`src/hw/dqg_pkg.sv`:
```
package dqg_pkg;
  // register indices; the byte address is four times the index
  localparam logic [7:0] IDX_EQ_CFG    = 8'h05;
  localparam logic [7:0] IDX_PIN_CTRL  = 8'h06;
  localparam logic [7:0] IDX_FAULT_CNT = 8'h0d;
  localparam logic [7:0] IDX_IRQ_STAT  = 8'h10;
  localparam logic [7:0] IDX_IRQ_MASK  = 8'h11;

  // equalizer_and_i2c_config fields
  localparam int BIT_ADDR_SUPPRESS = 7;
  localparam int HPF_LSB           = 5;
  localparam int BIT_HF_OFF        = 4;
  localparam int GAIN_LSB          = 0;

  // output_interrupt_pin_control fields
  localparam int BIT_STAGGER_OFF = 7;
  localparam int BIT_AUTO_CLR    = 6;
  localparam int BIT_IRQ_GATE    = 5;
  localparam int BIT_INT_LEVEL   = 4;
  localparam int BIT_PIN1_DRIVE  = 3;
  localparam int BIT_PIN1_LEVEL  = 2;
  localparam int BIT_PIN0_DRIVE  = 1;
  localparam int BIT_PIN0_LEVEL  = 0;

  // reset values, strap gains and the forbidden gain code
  localparam logic       RST_ADDR_SUPPRESS = 1'b0;
  localparam logic [1:0] RST_HPF           = 2'h1;
  localparam logic       RST_HF_OFF        = 1'b0;
  localparam logic [3:0] GAIN_STRAP_HIGH   = 4'h4;
  localparam logic [3:0] GAIN_STRAP_LOW    = 4'h9;
  localparam logic [1:0] GAIN_FORBIDDEN    = 2'h3;
  localparam logic       RST_STAGGER_OFF   = 1'b0;
  localparam logic       RST_AUTO_CLR      = 1'b0;
  localparam logic       RST_IRQ_GATE      = 1'b0;
  localparam logic       RST_PIN_DRIVE     = 1'b1;
  localparam logic [3:0] RST_IRQ_MASK      = 4'h0;

  // interrupt event bits
  localparam int EV_INT   = 0;
  localparam int EV_PIN0  = 1;
  localparam int EV_PIN1  = 2;
  localparam int EV_FAULT = 3;
  localparam int NUM_EV   = 4;

  // synchronised pin inputs
  localparam int SYNC_INT   = 0;
  localparam int SYNC_PIN0  = 1;
  localparam int SYNC_PIN1  = 2;
  localparam int SYNC_STRAP = 3;
  localparam int NUM_SYNC   = 4;

  // edges after reset release before the strap level is settled
  localparam logic [1:0] STRAP_WAIT = 2'h2;

  localparam int         FAULT_W   = 8;
  localparam logic [7:0] FAULT_MAX = 8'hff;
endpackage

```
`src/hw/dqg_ctrl.sv`:
```
// The AHB-Lite interface to the registers was left to the implementer.
`timescale 1ns/100ps
module dqg_ctrl (
  input  wire logic        mclk,
  input  wire logic        resetn,
  input  wire logic        hsel,
  input  wire logic [31:0] haddr,
  input  wire logic [1:0]  htrans,
  input  wire logic        hwrite,
  input  wire logic [2:0]  hsize,
  input  wire logic [31:0] hwdata,
  input  wire logic        hready,
  output logic      [31:0] hrdata,
  output logic             hreadyout,
  output logic             hresp,
  input  wire logic        int_pin,
  input  wire logic        eq_strap_pin,
  input  wire logic        pin0_in,
  output logic             pin0_out,
  output logic             pin0_oe,
  input  wire logic        pin1_in,
  output logic             pin1_out,
  output logic             pin1_oe,
  input  wire logic        decode_error,
  input  wire logic        prbs_active,
  output logic             conversion_address_suppress,
  output logic      [1:0]  eq_highpass_select,
  output logic             hf_boost_off,
  output logic      [3:0]  eq_gain_select,
  output logic             stagger_off,
  output logic             remote_irq_out,
  output logic      [7:0]  decode_fault_count,
  output logic             decode_fault_alert,
  output logic             irq
);
  function automatic logic idx_hit(input logic [7:0] idx, input logic [7:0] want);
    idx_hit = (idx == want);
  endfunction

  logic [dqg_pkg::NUM_SYNC-1:0] sync1_reg;
  logic [dqg_pkg::NUM_SYNC-1:0] sync2_reg;
  logic [dqg_pkg::NUM_SYNC-1:0] sync3_reg;
  logic [dqg_pkg::NUM_SYNC-1:0] sync_in;
  logic [1:0]                   strap_cnt_reg;
  logic                         strap_done_reg;
  logic                         addr_sup_reg;
  logic [1:0]                   hpf_reg;
  logic                         hf_off_reg;
  logic [3:0]                   gain_reg;
  logic                         stagger_reg;
  logic                         auto_clr_reg;
  logic                         gate_reg;
  logic                         drive1_reg;
  logic                         drive0_reg;
  logic [dqg_pkg::NUM_EV-1:0]   stat_reg;
  logic [dqg_pkg::NUM_EV-1:0]   mask_reg;
  logic                         wr_pend_reg;
  logic                         rd_pend_reg;
  logic [7:0]                   idx_reg;
  logic [31:0]                  hrdata_reg;
  logic                         hreadyout_reg;
  logic                         remote_irq_reg;
  logic                         alert_reg;
  logic                         irq_reg;
  logic                         pin_out1_reg;
  logic                         pin_out0_reg;
  logic                         pin_oe_reg;

  assign sync_in[dqg_pkg::SYNC_INT]   = int_pin;
  assign sync_in[dqg_pkg::SYNC_PIN0]  = pin0_in;
  assign sync_in[dqg_pkg::SYNC_PIN1]  = pin1_in;
  assign sync_in[dqg_pkg::SYNC_STRAP] = eq_strap_pin;

  // pins are asynchronous; the third stage only serves edge detection
  genvar g;
  generate
    for (g = 0; g < dqg_pkg::NUM_SYNC; g++) begin : g_sync
      always_ff @(posedge mclk or negedge resetn) begin
        if (!resetn) begin
          sync1_reg[g] <= 1'b0;
          sync2_reg[g] <= 1'b0;
          sync3_reg[g] <= 1'b0;
        end else begin
          sync1_reg[g] <= sync_in[g];
          sync2_reg[g] <= sync1_reg[g];
          sync3_reg[g] <= sync2_reg[g];
        end
      end
    end
  endgenerate

  wire int_lvl  = sync2_reg[dqg_pkg::SYNC_INT];
  wire pin0_lvl = sync2_reg[dqg_pkg::SYNC_PIN0];
  wire pin1_lvl = sync2_reg[dqg_pkg::SYNC_PIN1];

  // bus decode
  wire       accept    = hsel && htrans[1] && hready;
  wire [7:0] addr_idx  = haddr[9:2];
  wire       wr_eq     = wr_pend_reg && idx_hit(idx_reg, dqg_pkg::IDX_EQ_CFG);
  wire       wr_pin    = wr_pend_reg && idx_hit(idx_reg, dqg_pkg::IDX_PIN_CTRL);
  wire       wr_mask   = wr_pend_reg && idx_hit(idx_reg, dqg_pkg::IDX_IRQ_MASK);
  wire       rd_stat   = rd_pend_reg && idx_hit(idx_reg, dqg_pkg::IDX_IRQ_STAT);
  wire [3:0] wr_gain   = hwdata[dqg_pkg::GAIN_LSB +: 4];
  wire       gain_ok   = wr_gain[3:2] != dqg_pkg::GAIN_FORBIDDEN;
  wire       strap_now = !strap_done_reg && strap_cnt_reg == dqg_pkg::STRAP_WAIT;

  wire [7:0] eq_view  = {addr_sup_reg, hpf_reg, hf_off_reg, gain_reg};
  wire [7:0] pin_view = {stagger_reg, auto_clr_reg, gate_reg, int_lvl,
                         drive1_reg, pin1_lvl, drive0_reg, pin0_lvl};
  wire [7:0] rd_byte  =
    idx_hit(idx_reg, dqg_pkg::IDX_EQ_CFG)    ? eq_view :
    idx_hit(idx_reg, dqg_pkg::IDX_PIN_CTRL)  ? pin_view :
    idx_hit(idx_reg, dqg_pkg::IDX_FAULT_CNT) ? decode_fault_count :
    idx_hit(idx_reg, dqg_pkg::IDX_IRQ_STAT)  ? {4'h0, stat_reg} :
    idx_hit(idx_reg, dqg_pkg::IDX_IRQ_MASK)  ? {4'h0, mask_reg} : 8'h00;

  // error counter held cleared by auto clear or prbs mode
  wire counter_hold = auto_clr_reg || prbs_active;

  dqg_err_counter u_err_counter (
    .mclk      (mclk),
    .resetn    (resetn),
    .err_pulse (decode_error),
    .hold_zero (counter_hold),
    .count     (decode_fault_count)
  );

  // events: pin level changes and counted decode faults
  // sync stages leave reset low, so edges stay masked until they hold real levels;
  // a genuine pin change in the first cycle after reset is lost
  wire [dqg_pkg::NUM_SYNC-1:0] sync_edge = strap_done_reg ? (sync2_reg ^ sync3_reg) : '0;
  wire [dqg_pkg::NUM_EV-1:0] ev;
  assign ev[dqg_pkg::EV_INT]   = sync_edge[dqg_pkg::SYNC_INT];
  assign ev[dqg_pkg::EV_PIN0]  = sync_edge[dqg_pkg::SYNC_PIN0];
  assign ev[dqg_pkg::EV_PIN1]  = sync_edge[dqg_pkg::SYNC_PIN1];
  assign ev[dqg_pkg::EV_FAULT] = decode_error && !counter_hold;

  // read clear loses against a new event in the same cycle
  wire [dqg_pkg::NUM_EV-1:0] stat_next = (rd_stat ? '0 : stat_reg) | ev;

  always_ff @(posedge mclk or negedge resetn) begin
    if (!resetn) begin
      wr_pend_reg   <= 1'b0;
      rd_pend_reg   <= 1'b0;
      idx_reg       <= 8'h00;
      hrdata_reg    <= 32'h0000_0000;
      hreadyout_reg <= 1'b1;
    end else begin
      wr_pend_reg   <= accept && hwrite;
      rd_pend_reg   <= accept && !hwrite;
      hreadyout_reg <= !(accept && !hwrite);
      if (accept) begin
        idx_reg <= addr_idx;
      end
      // one wait state lets a write just ahead land before the read is sampled
      if (rd_pend_reg) begin
        hrdata_reg <= {24'h00_0000, rd_byte};
      end
    end
  end

  always_ff @(posedge mclk or negedge resetn) begin
    if (!resetn) begin
      strap_cnt_reg  <= 2'h0;
      strap_done_reg <= 1'b0;
    end else begin
      if (!strap_done_reg) begin
        strap_cnt_reg <= strap_cnt_reg + 2'h1;
      end
      if (strap_now) begin
        strap_done_reg <= 1'b1;
      end
    end
  end

  always_ff @(posedge mclk or negedge resetn) begin
    if (!resetn) begin
      addr_sup_reg <= dqg_pkg::RST_ADDR_SUPPRESS;
      hpf_reg      <= dqg_pkg::RST_HPF;
      hf_off_reg   <= dqg_pkg::RST_HF_OFF;
      gain_reg     <= dqg_pkg::GAIN_STRAP_LOW;
    end else if (wr_eq) begin
      addr_sup_reg <= hwdata[dqg_pkg::BIT_ADDR_SUPPRESS];
      hpf_reg      <= hwdata[dqg_pkg::HPF_LSB +: 2];
      hf_off_reg   <= hwdata[dqg_pkg::BIT_HF_OFF];
      if (gain_ok) begin
        gain_reg <= wr_gain;
      end
    end else if (strap_now) begin
      gain_reg <= sync2_reg[dqg_pkg::SYNC_STRAP] ? dqg_pkg::GAIN_STRAP_HIGH :
                  dqg_pkg::GAIN_STRAP_LOW;
    end
  end

  always_ff @(posedge mclk or negedge resetn) begin
    if (!resetn) begin
      stagger_reg  <= dqg_pkg::RST_STAGGER_OFF;
      auto_clr_reg <= dqg_pkg::RST_AUTO_CLR;
      gate_reg     <= dqg_pkg::RST_IRQ_GATE;
      drive1_reg   <= dqg_pkg::RST_PIN_DRIVE;
      drive0_reg   <= dqg_pkg::RST_PIN_DRIVE;
    end else if (wr_pin) begin
      stagger_reg  <= hwdata[dqg_pkg::BIT_STAGGER_OFF];
      auto_clr_reg <= hwdata[dqg_pkg::BIT_AUTO_CLR];
      gate_reg     <= hwdata[dqg_pkg::BIT_IRQ_GATE];
      drive1_reg   <= hwdata[dqg_pkg::BIT_PIN1_DRIVE];
      drive0_reg   <= hwdata[dqg_pkg::BIT_PIN0_DRIVE];
    end
  end

  always_ff @(posedge mclk or negedge resetn) begin
    if (!resetn) begin
      stat_reg       <= '0;
      mask_reg       <= dqg_pkg::RST_IRQ_MASK;
      irq_reg        <= 1'b0;
      remote_irq_reg <= 1'b0;
      alert_reg      <= 1'b0;
      pin_out1_reg   <= dqg_pkg::RST_PIN_DRIVE;
      pin_out0_reg   <= dqg_pkg::RST_PIN_DRIVE;
      pin_oe_reg     <= 1'b0;
    end else begin
      stat_reg <= stat_next;
      if (wr_mask) begin
        mask_reg <= hwdata[dqg_pkg::NUM_EV-1:0];
      end
      irq_reg        <= |(stat_next & mask_reg);
      remote_irq_reg <= gate_reg && int_lvl;
      alert_reg      <= !counter_hold && decode_fault_count != 8'h00;
      pin_out1_reg   <= drive1_reg;
      pin_out0_reg   <= drive0_reg;
      pin_oe_reg     <= 1'b1;
    end
  end

  assign hrdata                      = hrdata_reg;
  assign hreadyout                   = hreadyout_reg;
  assign hresp                       = 1'b0;
  assign conversion_address_suppress = addr_sup_reg;
  assign eq_highpass_select          = hpf_reg;
  assign hf_boost_off                = hf_off_reg;
  assign eq_gain_select              = gain_reg;
  assign stagger_off                 = stagger_reg;
  assign remote_irq_out              = remote_irq_reg;
  assign decode_fault_alert          = alert_reg;
  assign irq                         = irq_reg;
  assign pin1_out                    = pin_out1_reg;
  assign pin0_out                    = pin_out0_reg;
  assign pin1_oe                     = pin_oe_reg;
  assign pin0_oe                     = pin_oe_reg;

  property p_addr_sup;
    @(posedge mclk) disable iff (!resetn)
    wr_eq |=> conversion_address_suppress == $past(hwdata[7]);
  endproperty
  a_addr_sup: assert property (p_addr_sup) else $error("address suppress not written");

  property p_hpf;
    @(posedge mclk) disable iff (!resetn)
    wr_eq |=> eq_highpass_select == $past(hwdata[6:5]) && hf_boost_off == $past(hwdata[4]);
  endproperty
  a_hpf: assert property (p_hpf) else $error("highpass or boost off not written");

  property p_gain_legal;
    @(posedge mclk) disable iff (!resetn)
    eq_gain_select[3:2] != 2'b11 and (wr_eq && hwdata[3:2] == 2'b11 |=> $stable(eq_gain_select));
  endproperty
  a_gain_legal: assert property (p_gain_legal) else $error("forbidden gain code");

  property p_strap;
    @(posedge mclk) disable iff (!resetn)
    $rose(strap_done_reg) |-> eq_gain_select == ($past(sync2_reg[3]) ? 4'h4 : 4'h9);
  endproperty
  a_strap: assert property (p_strap) else $error("strap gain not loaded");

  property p_auto_clr;
    @(posedge mclk) disable iff (!resetn)
    auto_clr_reg ##1 auto_clr_reg |-> decode_fault_count == 8'h00 ##1 !decode_fault_alert;
  endproperty
  a_auto_clr: assert property (p_auto_clr) else $error("errors not auto cleared");

  property p_gate;
    @(posedge mclk) disable iff (!resetn)
    !gate_reg |=> !remote_irq_out;
  endproperty
  a_gate: assert property (p_gate) else $error("interrupt forwarded while gated");

  property p_levels;
    @(posedge mclk) disable iff (!resetn)
    rd_pend_reg && idx_hit(idx_reg, 8'h06) |=>
      hrdata[4] == $past(int_lvl) && hrdata[2] == $past(pin1_lvl) &&
      hrdata[0] == $past(pin0_lvl) && hreadyout;
  endproperty
  a_levels: assert property (p_levels) else $error("pin level read back wrong");

  property p_pin1;
    @(posedge mclk) disable iff (!resetn)
    wr_pin |-> ##2 pin1_out == $past(hwdata[3], 2) && pin1_oe;
  endproperty
  a_pin1: assert property (p_pin1) else $error("pin1 drive wrong");

  property p_pin0;
    @(posedge mclk) disable iff (!resetn)
    wr_pin |-> ##2 pin0_out == $past(hwdata[1], 2) && pin0_oe;
  endproperty
  a_pin0: assert property (p_pin0) else $error("pin0 drive wrong");

  property p_prbs;
    @(posedge mclk) disable iff (!resetn)
    prbs_active |=> decode_fault_count == 8'h00;
  endproperty
  a_prbs: assert property (p_prbs) else $error("fault count moved during prbs");
endmodule

```
`src/hw/dqg_err_counter.sv`:
```
`timescale 1ns/100ps
module dqg_err_counter (
  input  wire logic                         mclk,
  input  wire logic                         resetn,
  input  wire logic                         err_pulse,
  input  wire logic                         hold_zero,
  output logic      [dqg_pkg::FAULT_W-1:0]  count
);
  logic [dqg_pkg::FAULT_W-1:0] count_reg;
  logic [dqg_pkg::FAULT_W-1:0] count_next;

  // saturates so a long burst never wraps back to a small value
  assign count_next = hold_zero ? '0 :
                      (err_pulse && count_reg != dqg_pkg::FAULT_MAX) ?
                      count_reg + 8'h01 : count_reg;

  always_ff @(posedge mclk or negedge resetn) begin
    if (!resetn) begin
      count_reg <= '0;
    end else begin
      count_reg <= count_next;
    end
  end

  assign count = count_reg;
endmodule

```
`config.mk`:
```
export PLATFORM = sky130hd
export DESIGN_NAME = dqg_ctrl
export DESIGN_NICKNAME = d
export VERILOG_FILES = /design/src/hw/dqg_pkg.sv /design/src/hw/dqg_ctrl.sv /design/src/hw/dqg_err_counter.sv
export SDC_FILE = /design/constraint.sdc
export NUM_CORES = 1
export LEC_CHECK = 0
export BUFFER_PORTS_ARGS = -buffer_cell sky130_fd_sc_hd__buf_4
export CAP_MARGIN = 20
export CORE_MARGIN = 10
export CORE_UTILIZATION = 40
export CTS_CLUSTER_SIZE = 24
export DETAILED_ROUTE_END_ITERATION = 10
export PLACE_DENSITY = 0.69
export SYNTH_ARGS = -nofsm -noshare
export SYNTH_HDL_FRONTEND = slang
export SYNTH_SLANG_ARGS = --single-unit
```
`constraint.sdc`:
```
create_clock -name mclk -period 2.3 [get_ports mclk]
set_input_delay 0.23 -clock mclk [delete_from_list [all_inputs] [get_ports mclk]]
set_output_delay 0.23 -clock mclk [all_outputs]
set_load 0.02 [all_outputs]
```
---- Word-level counts from Yosys, hierarchy flattened ----
Index checks and enable logic that the tools add are counted.
operators by class
  bitwise gates (word level) .............. 3
  mux-type cells .......................... 13
  reductions and logical operators ........ 23
  equal/unequal tests ..................... 9
  $add $sub $neg .......................... 2
operator list
  cell                 number
  $mux 8               5
  $mux 4               7
  $eq 8x3->1 const B   2
  $eq 8x5->1 const B   2
  $logic_and 1x1->1    13
  $add 8x1->8 const B  1
  $eq 8x4->1 const B   1
  $ne 8x8->1 const B   1
  $reduce_bool 8->1    1
  $and 4x4->4          1
  $logic_not 1->1      4
  $or 4x4->4           1
  $reduce_bool 2->1    2
  $reduce_or 4->1      1
  $mux 3               1
  $xor 3x3->3          1
  $add 2x1->2 const B  1
  $eq 2x2->1 const B   1
  $ne 2x1->1 const B   1
  $ne 2x2->1 const B   1
  $reduce_and 2->1     1
  $logic_or 1x1->1     1
storage, ports and cells
  output and inout port bits .............. 58
  bits in registers ....................... 68
  logic and storage cells ................. 86

---- Depth between registers and ports, before layout ----
  depth in word-level cells ............... 6
  depth in mapped cells ................... 6

---- By module ----
A second synthesis with hierarchy kept.
second synthesis, totals
  cell total of the unflattened synthesis .. 275
  area, all modules ....................... 3233.1 µm²
by module, submodules not included
  module           cells an instance  area an instance (µm²)  times used
  dqg_ctrl         233                2802.7                  1
  dqg_err_counter  42                 430.4                   1

---- Worst setup path after synthesis ----
OpenSTA, ideal clock, no wires.
  kind .................................... register to register
  start ................................... reg u_err_counter.count_reg, in the netlist u_err_counter.count[1]
  end ..................................... reg u_err_counter.count_reg, in the netlist u_err_counter.count[1]
  arrival time ............................ 1.692 ns
  path buffers ............................ 0
  cell stages (with the launch flop) ...... 6
  slack ................................... 0.479 ns
  path through ............................ dfrtp_1 ha_1 inv_1 o41ai_1 mux2i_1 nor2_1
on the way
  longest elaborated chain between the ends .. 3
  elaborated cells between the ends (all ways) .. 6
  those cells by class .................... add/sub (1); eq/ne (1); mux (2); reduce/logical (2)
RTL lines
  what                                                RTL line                                      text
  start: declaration                                  dqg_err_counter.sv:9                          logic [dqg_pkg::FAULT_W-1:0] count_reg;
  start signal: assignment                            dqg_err_counter.sv:21                         count_reg <= count_next;
  $add 8x1->8 / $ne 8x8->1 (equally long branches)    dqg_err_counter.sv:15, dqg_err_counter.sv:14
  $mux 8 / $logic_and 1x1->1 (equally long branches)  dqg_err_counter.sv:14                         (err_pulse && count_reg != dqg_pkg::FAULT_MAX) ?
  $mux 8 / $reduce_bool 2->1 (equally long branches)  --
Several ways; a longest one is shown, not always the timed one. The select of a mux whose other input is x is not followed.
A chain may end at the register's enable or synchronous reset.

---- Final worst setup path ----
  start ................................... reg idx_reg[5]
  end ..................................... reg irq_reg, in the netlist irq
on the way
  longest elaborated chain between the ends .. 6
RTL lines
  what                      RTL line         text
  start: declaration        dqg_ctrl.sv:59   logic [7:0] idx_reg;
  start signal: assignment  dqg_ctrl.sv:153  idx_reg <= addr_idx;
  $eq 8x5->1                dqg_ctrl.sv:37   idx_hit = (idx == want);
  $logic_and 1x1->1         dqg_ctrl.sv:102  wire rd_stat = rd_pend_reg && idx_hit(idx_reg, dqg_pkg::IDX_IRQ_STAT);
  $mux 4                    dqg_ctrl.sv:139  wire [dqg_pkg::NUM_EV-1:0] stat_next = (rd_stat ? '0 : stat_reg) | ev;
  $or 4x4->4                dqg_ctrl.sv:139
  via stat_next, one bit    dqg_ctrl.sv:139
  $and 4x4->4               dqg_ctrl.sv:226  irq_reg <= |(stat_next & mask_reg);
  $reduce_or 4->1           dqg_ctrl.sv:226
  end signal: assignment    dqg_ctrl.sv:226
  end: declaration          dqg_ctrl.sv:64   logic irq_reg;
The timed path passes the listed nets, and every way through them passes these cells.

==> results.ini <==
[status]
status = complete, but fails checks
violations = hold timing

[place]
portBuffers = 60
place_ws_ps = 367
gp_congestion = 0.843
dp_hpwl_mm = 5.79

[die]
dieArea_mm2 = 0.0119
coreArea_mm2 = 0.00773
die_x_um = 109
rows = 32
start_util_pct = 41.3
io_pins = 138
die_h_um = 109

[timing]
slew_headroom_pct = 44.9
finalSetupTns_ps = 0
fin_ws_ps = 358
finalHoldViolCount = 18
hold_slack_ps = -39.2
worstMarginPinSlew_ps = 826
fmax_mhz = 515
fin_crit_sh_pct = 84.4
drv_slew = 0
rsz0062_at_grt = false
fin_skew_ps = 8.87
fin_crit_ps = 1940
finalSetupViolations = 0

[logic_synthesis]
ys.warnings.count = 0
netlist_area_mm2 = 0.00319
ys_ff_latch = 68
synthFlopType = dfrtp_1
postSynthCellCount = 272
syn_avg_cell_area_um2 = 11.7
synth-edff-count = 0
synthDistinctLibCells = 50
synthArstFlopShare_pct = 100
ys_seq_area_share_pct = 53.7

[power]
intPower_mw = 2.10
p_leak_nw = 1.73
p_clk_share_pct = 36.7
p_seq_share_pct = 47.4
power.density_mw_per_mm2 = 729
vdd_drop_max_v = 0.000323
pwr-share-comb_pct = 16.0
switching_share_pct = 26.1
total_power_mw = 2.85
power.switching_mw = 0.742

[global_routing]
grt_pass1_wl_mm = 12.0
grt_start_max_net_pins = 69
antenna_found_initial = 0
overflow = 0
grt_pass1_vias = 2309
track_usage_pct = 12.9

[setup_path]
crit_path_start_kind = register
cp_max_fo = 7
cp_slowest_cell = nor4_4
cpPeakStageDelay_ps = 470
worstSetupPathType = register to register
cp_top_family = simple AND/OR/NAND/NOR gates
path_cells = nor4_4 -> nand4b_2 -> a22o_1 -> a221o_1
required_ps = 2530
end_kind = register
arrival_ps = 2170
cp_num_buf_inv = 0

[cells_and_area]
nFillCells = 725
antenna_cells = 0
nets = 422
area_delta_synth_final_pct = 22.5
drive_gt1_share_pct = 35.2

[hold_path]
hp-class = input port to asynchronous set/reset pin

[clock_network]
clk_latency_ps = 350
postCtsSetupRepairBufs = 0
cts.sinks = 68
path_clk_slew_ps = 70
clockRootBuffer = clkbuf_8
cts_buffers = 9
htreeDepth = 3
clock_path_buffers = 2
cts_tree = done
postCtsResizedCells = 0

[route]
num_vias = 2280
drtPass1Iterations = 4
ant_nets = 0
routed_via_density = 5.11
wl_per_cell_um = 17.0
drc = 0
drt-initial-drc-count = 81
wirelength_mm = 7.60

[run]
drv_cap = 0

stage by stage:
| stage | util, % | std cells | instance area (um^2) | hold slack [ps] |
|---|---|---|---|---|
| detailed placement | 47.2 | 426 | 3650 | 338 |
| finish | 50.6 | 446 | 3910 | -39.2 |
| global placement | 47.2 | 426 | 3650 | 336 |
| global route | 50.6 | 446 | 3910 | 44.1 |
| floorplan | - | 296 | 3280 | -65.6 |
| CTS | 50.6 | 446 | 3910 | 8.20 |
kinds of logic after synthesis:
family / after synthesis / share of synthesized area (%)
xor gates and xnor gates: 7 / 1.92
muxes: 24 / 8.43
AOI/OAI and AO/OA: 62 / 14.6
DFF: 68 / 53.7
other: 2 / 0.235
and+or+nand+nor: 54 / 10.4
adders and majority gates: 3 / 1.18
buffers and inverters: 52 / 9.57
worst reg2reg max path, stage by stage (launching register included):
cell and delay, ps:
dfrtp_1 420, nor4_4 470, nand4b_2 260, a22o_1 310, a221o_1 360
placed cells by master, fill, tap and decap left out, types with 3 or more instances in the layout:
cell,instances
dfrtp_1,60
nand2_1,6
nor2b_1,5
inv_1,14
buf_4,66
a21oi_1,11
xnor2_1,4
o22a_1,4
a41oi_1,3
nand4_1,3
mux2_2,23
a22o_1,4
xor2_1,3
o221ai_1,4
clkbuf_8,13
dlygate4sd3_1,4
nor2_1,11
a31oi_1,4
o21ai_0,5
conb_1,26
o221a_2,3
nand3_1,10
a2bb2oi_1,8
ha_1,3
a32oi_1,4
dfstp_2,8
o22ai_1,5
synth_stat cells (6+ instances only):
cell type,instances,area [um^2]
a21oi_1,11,55.1
a2bb2oi_1,8,70.1
buf_4,26,195
clkbuf_1,7,26.3
dfrtp_1,60,1500
dfstp_2,8,210
inv_1,14,52.6
mux2_2,23,259
nand2_1,6,22.5
nand3_1,10,50.1
nor2_1,11,41.3
power by group through the flow:
stage	clock network (mW)	registers (mW)	logic (mW)
final	1.04	1.35	0.454
after global routing	1.12	1.36	0.498
after detailed placement	0	1.37	0.451
after global placement	0	1.37	0.446
after floorplan	0	1.39	0.277
after CTS	1.07	1.35	0.457
routing by layer:
| layer | up-vias | global-route usage [%] | wire length [um] |
|---|---|---|---|
| met1 | 1115 | 15.7 | 3190 |
| met3 | 11 | 4.62 | 658 |
| met4 | 0 | 5.76 | 125 |
| met5 | - | 0 | 0 |
| li1 | 1074 | - | - |
| met2 | 80 | 20.3 | 3620 |
timing repair:
action	4_1_cts	5_1_grt
hold endpoints to repair	4	0
hold buffers	4	0
setup endpoints to repair	0	0
layout make-up:
| cell class | count | area (um^2) | area share, % |
|---|---|---|---|
| Multi-Input combinational cell | 176 | 1260 | 32.3 |
| Inverter | 14 | 52.6 | 1.35 |
| Clock inverter | 1 | 30.0 | 0.769 |
| Tap cell | 102 | 128 | 3.27 |
| Timing Repair Buffer | 70 | 536 | 13.7 |
| Clock buffer | 15 | 186 | 4.77 |
| Sequential cell | 68 | 1710 | 43.8 |
worst paths after layout:
path | start | slack, ps | end | cells after the start
max in group asynchronous | resetn | 1770 | eq_gain_select[2] | 1
min in group mclk | haddr[7] | 110 | idx_reg[5] | 2
max reg2reg | idx_reg[5] | 360 | irq | 4
min | resetn | -40 | decode_fault_alert | 1
max | idx_reg[5] | 360 | irq | 4
min reg2reg | sync1_reg[2] | 350 | pin1_lvl | 0
Power figures use the tool's default switching activity.
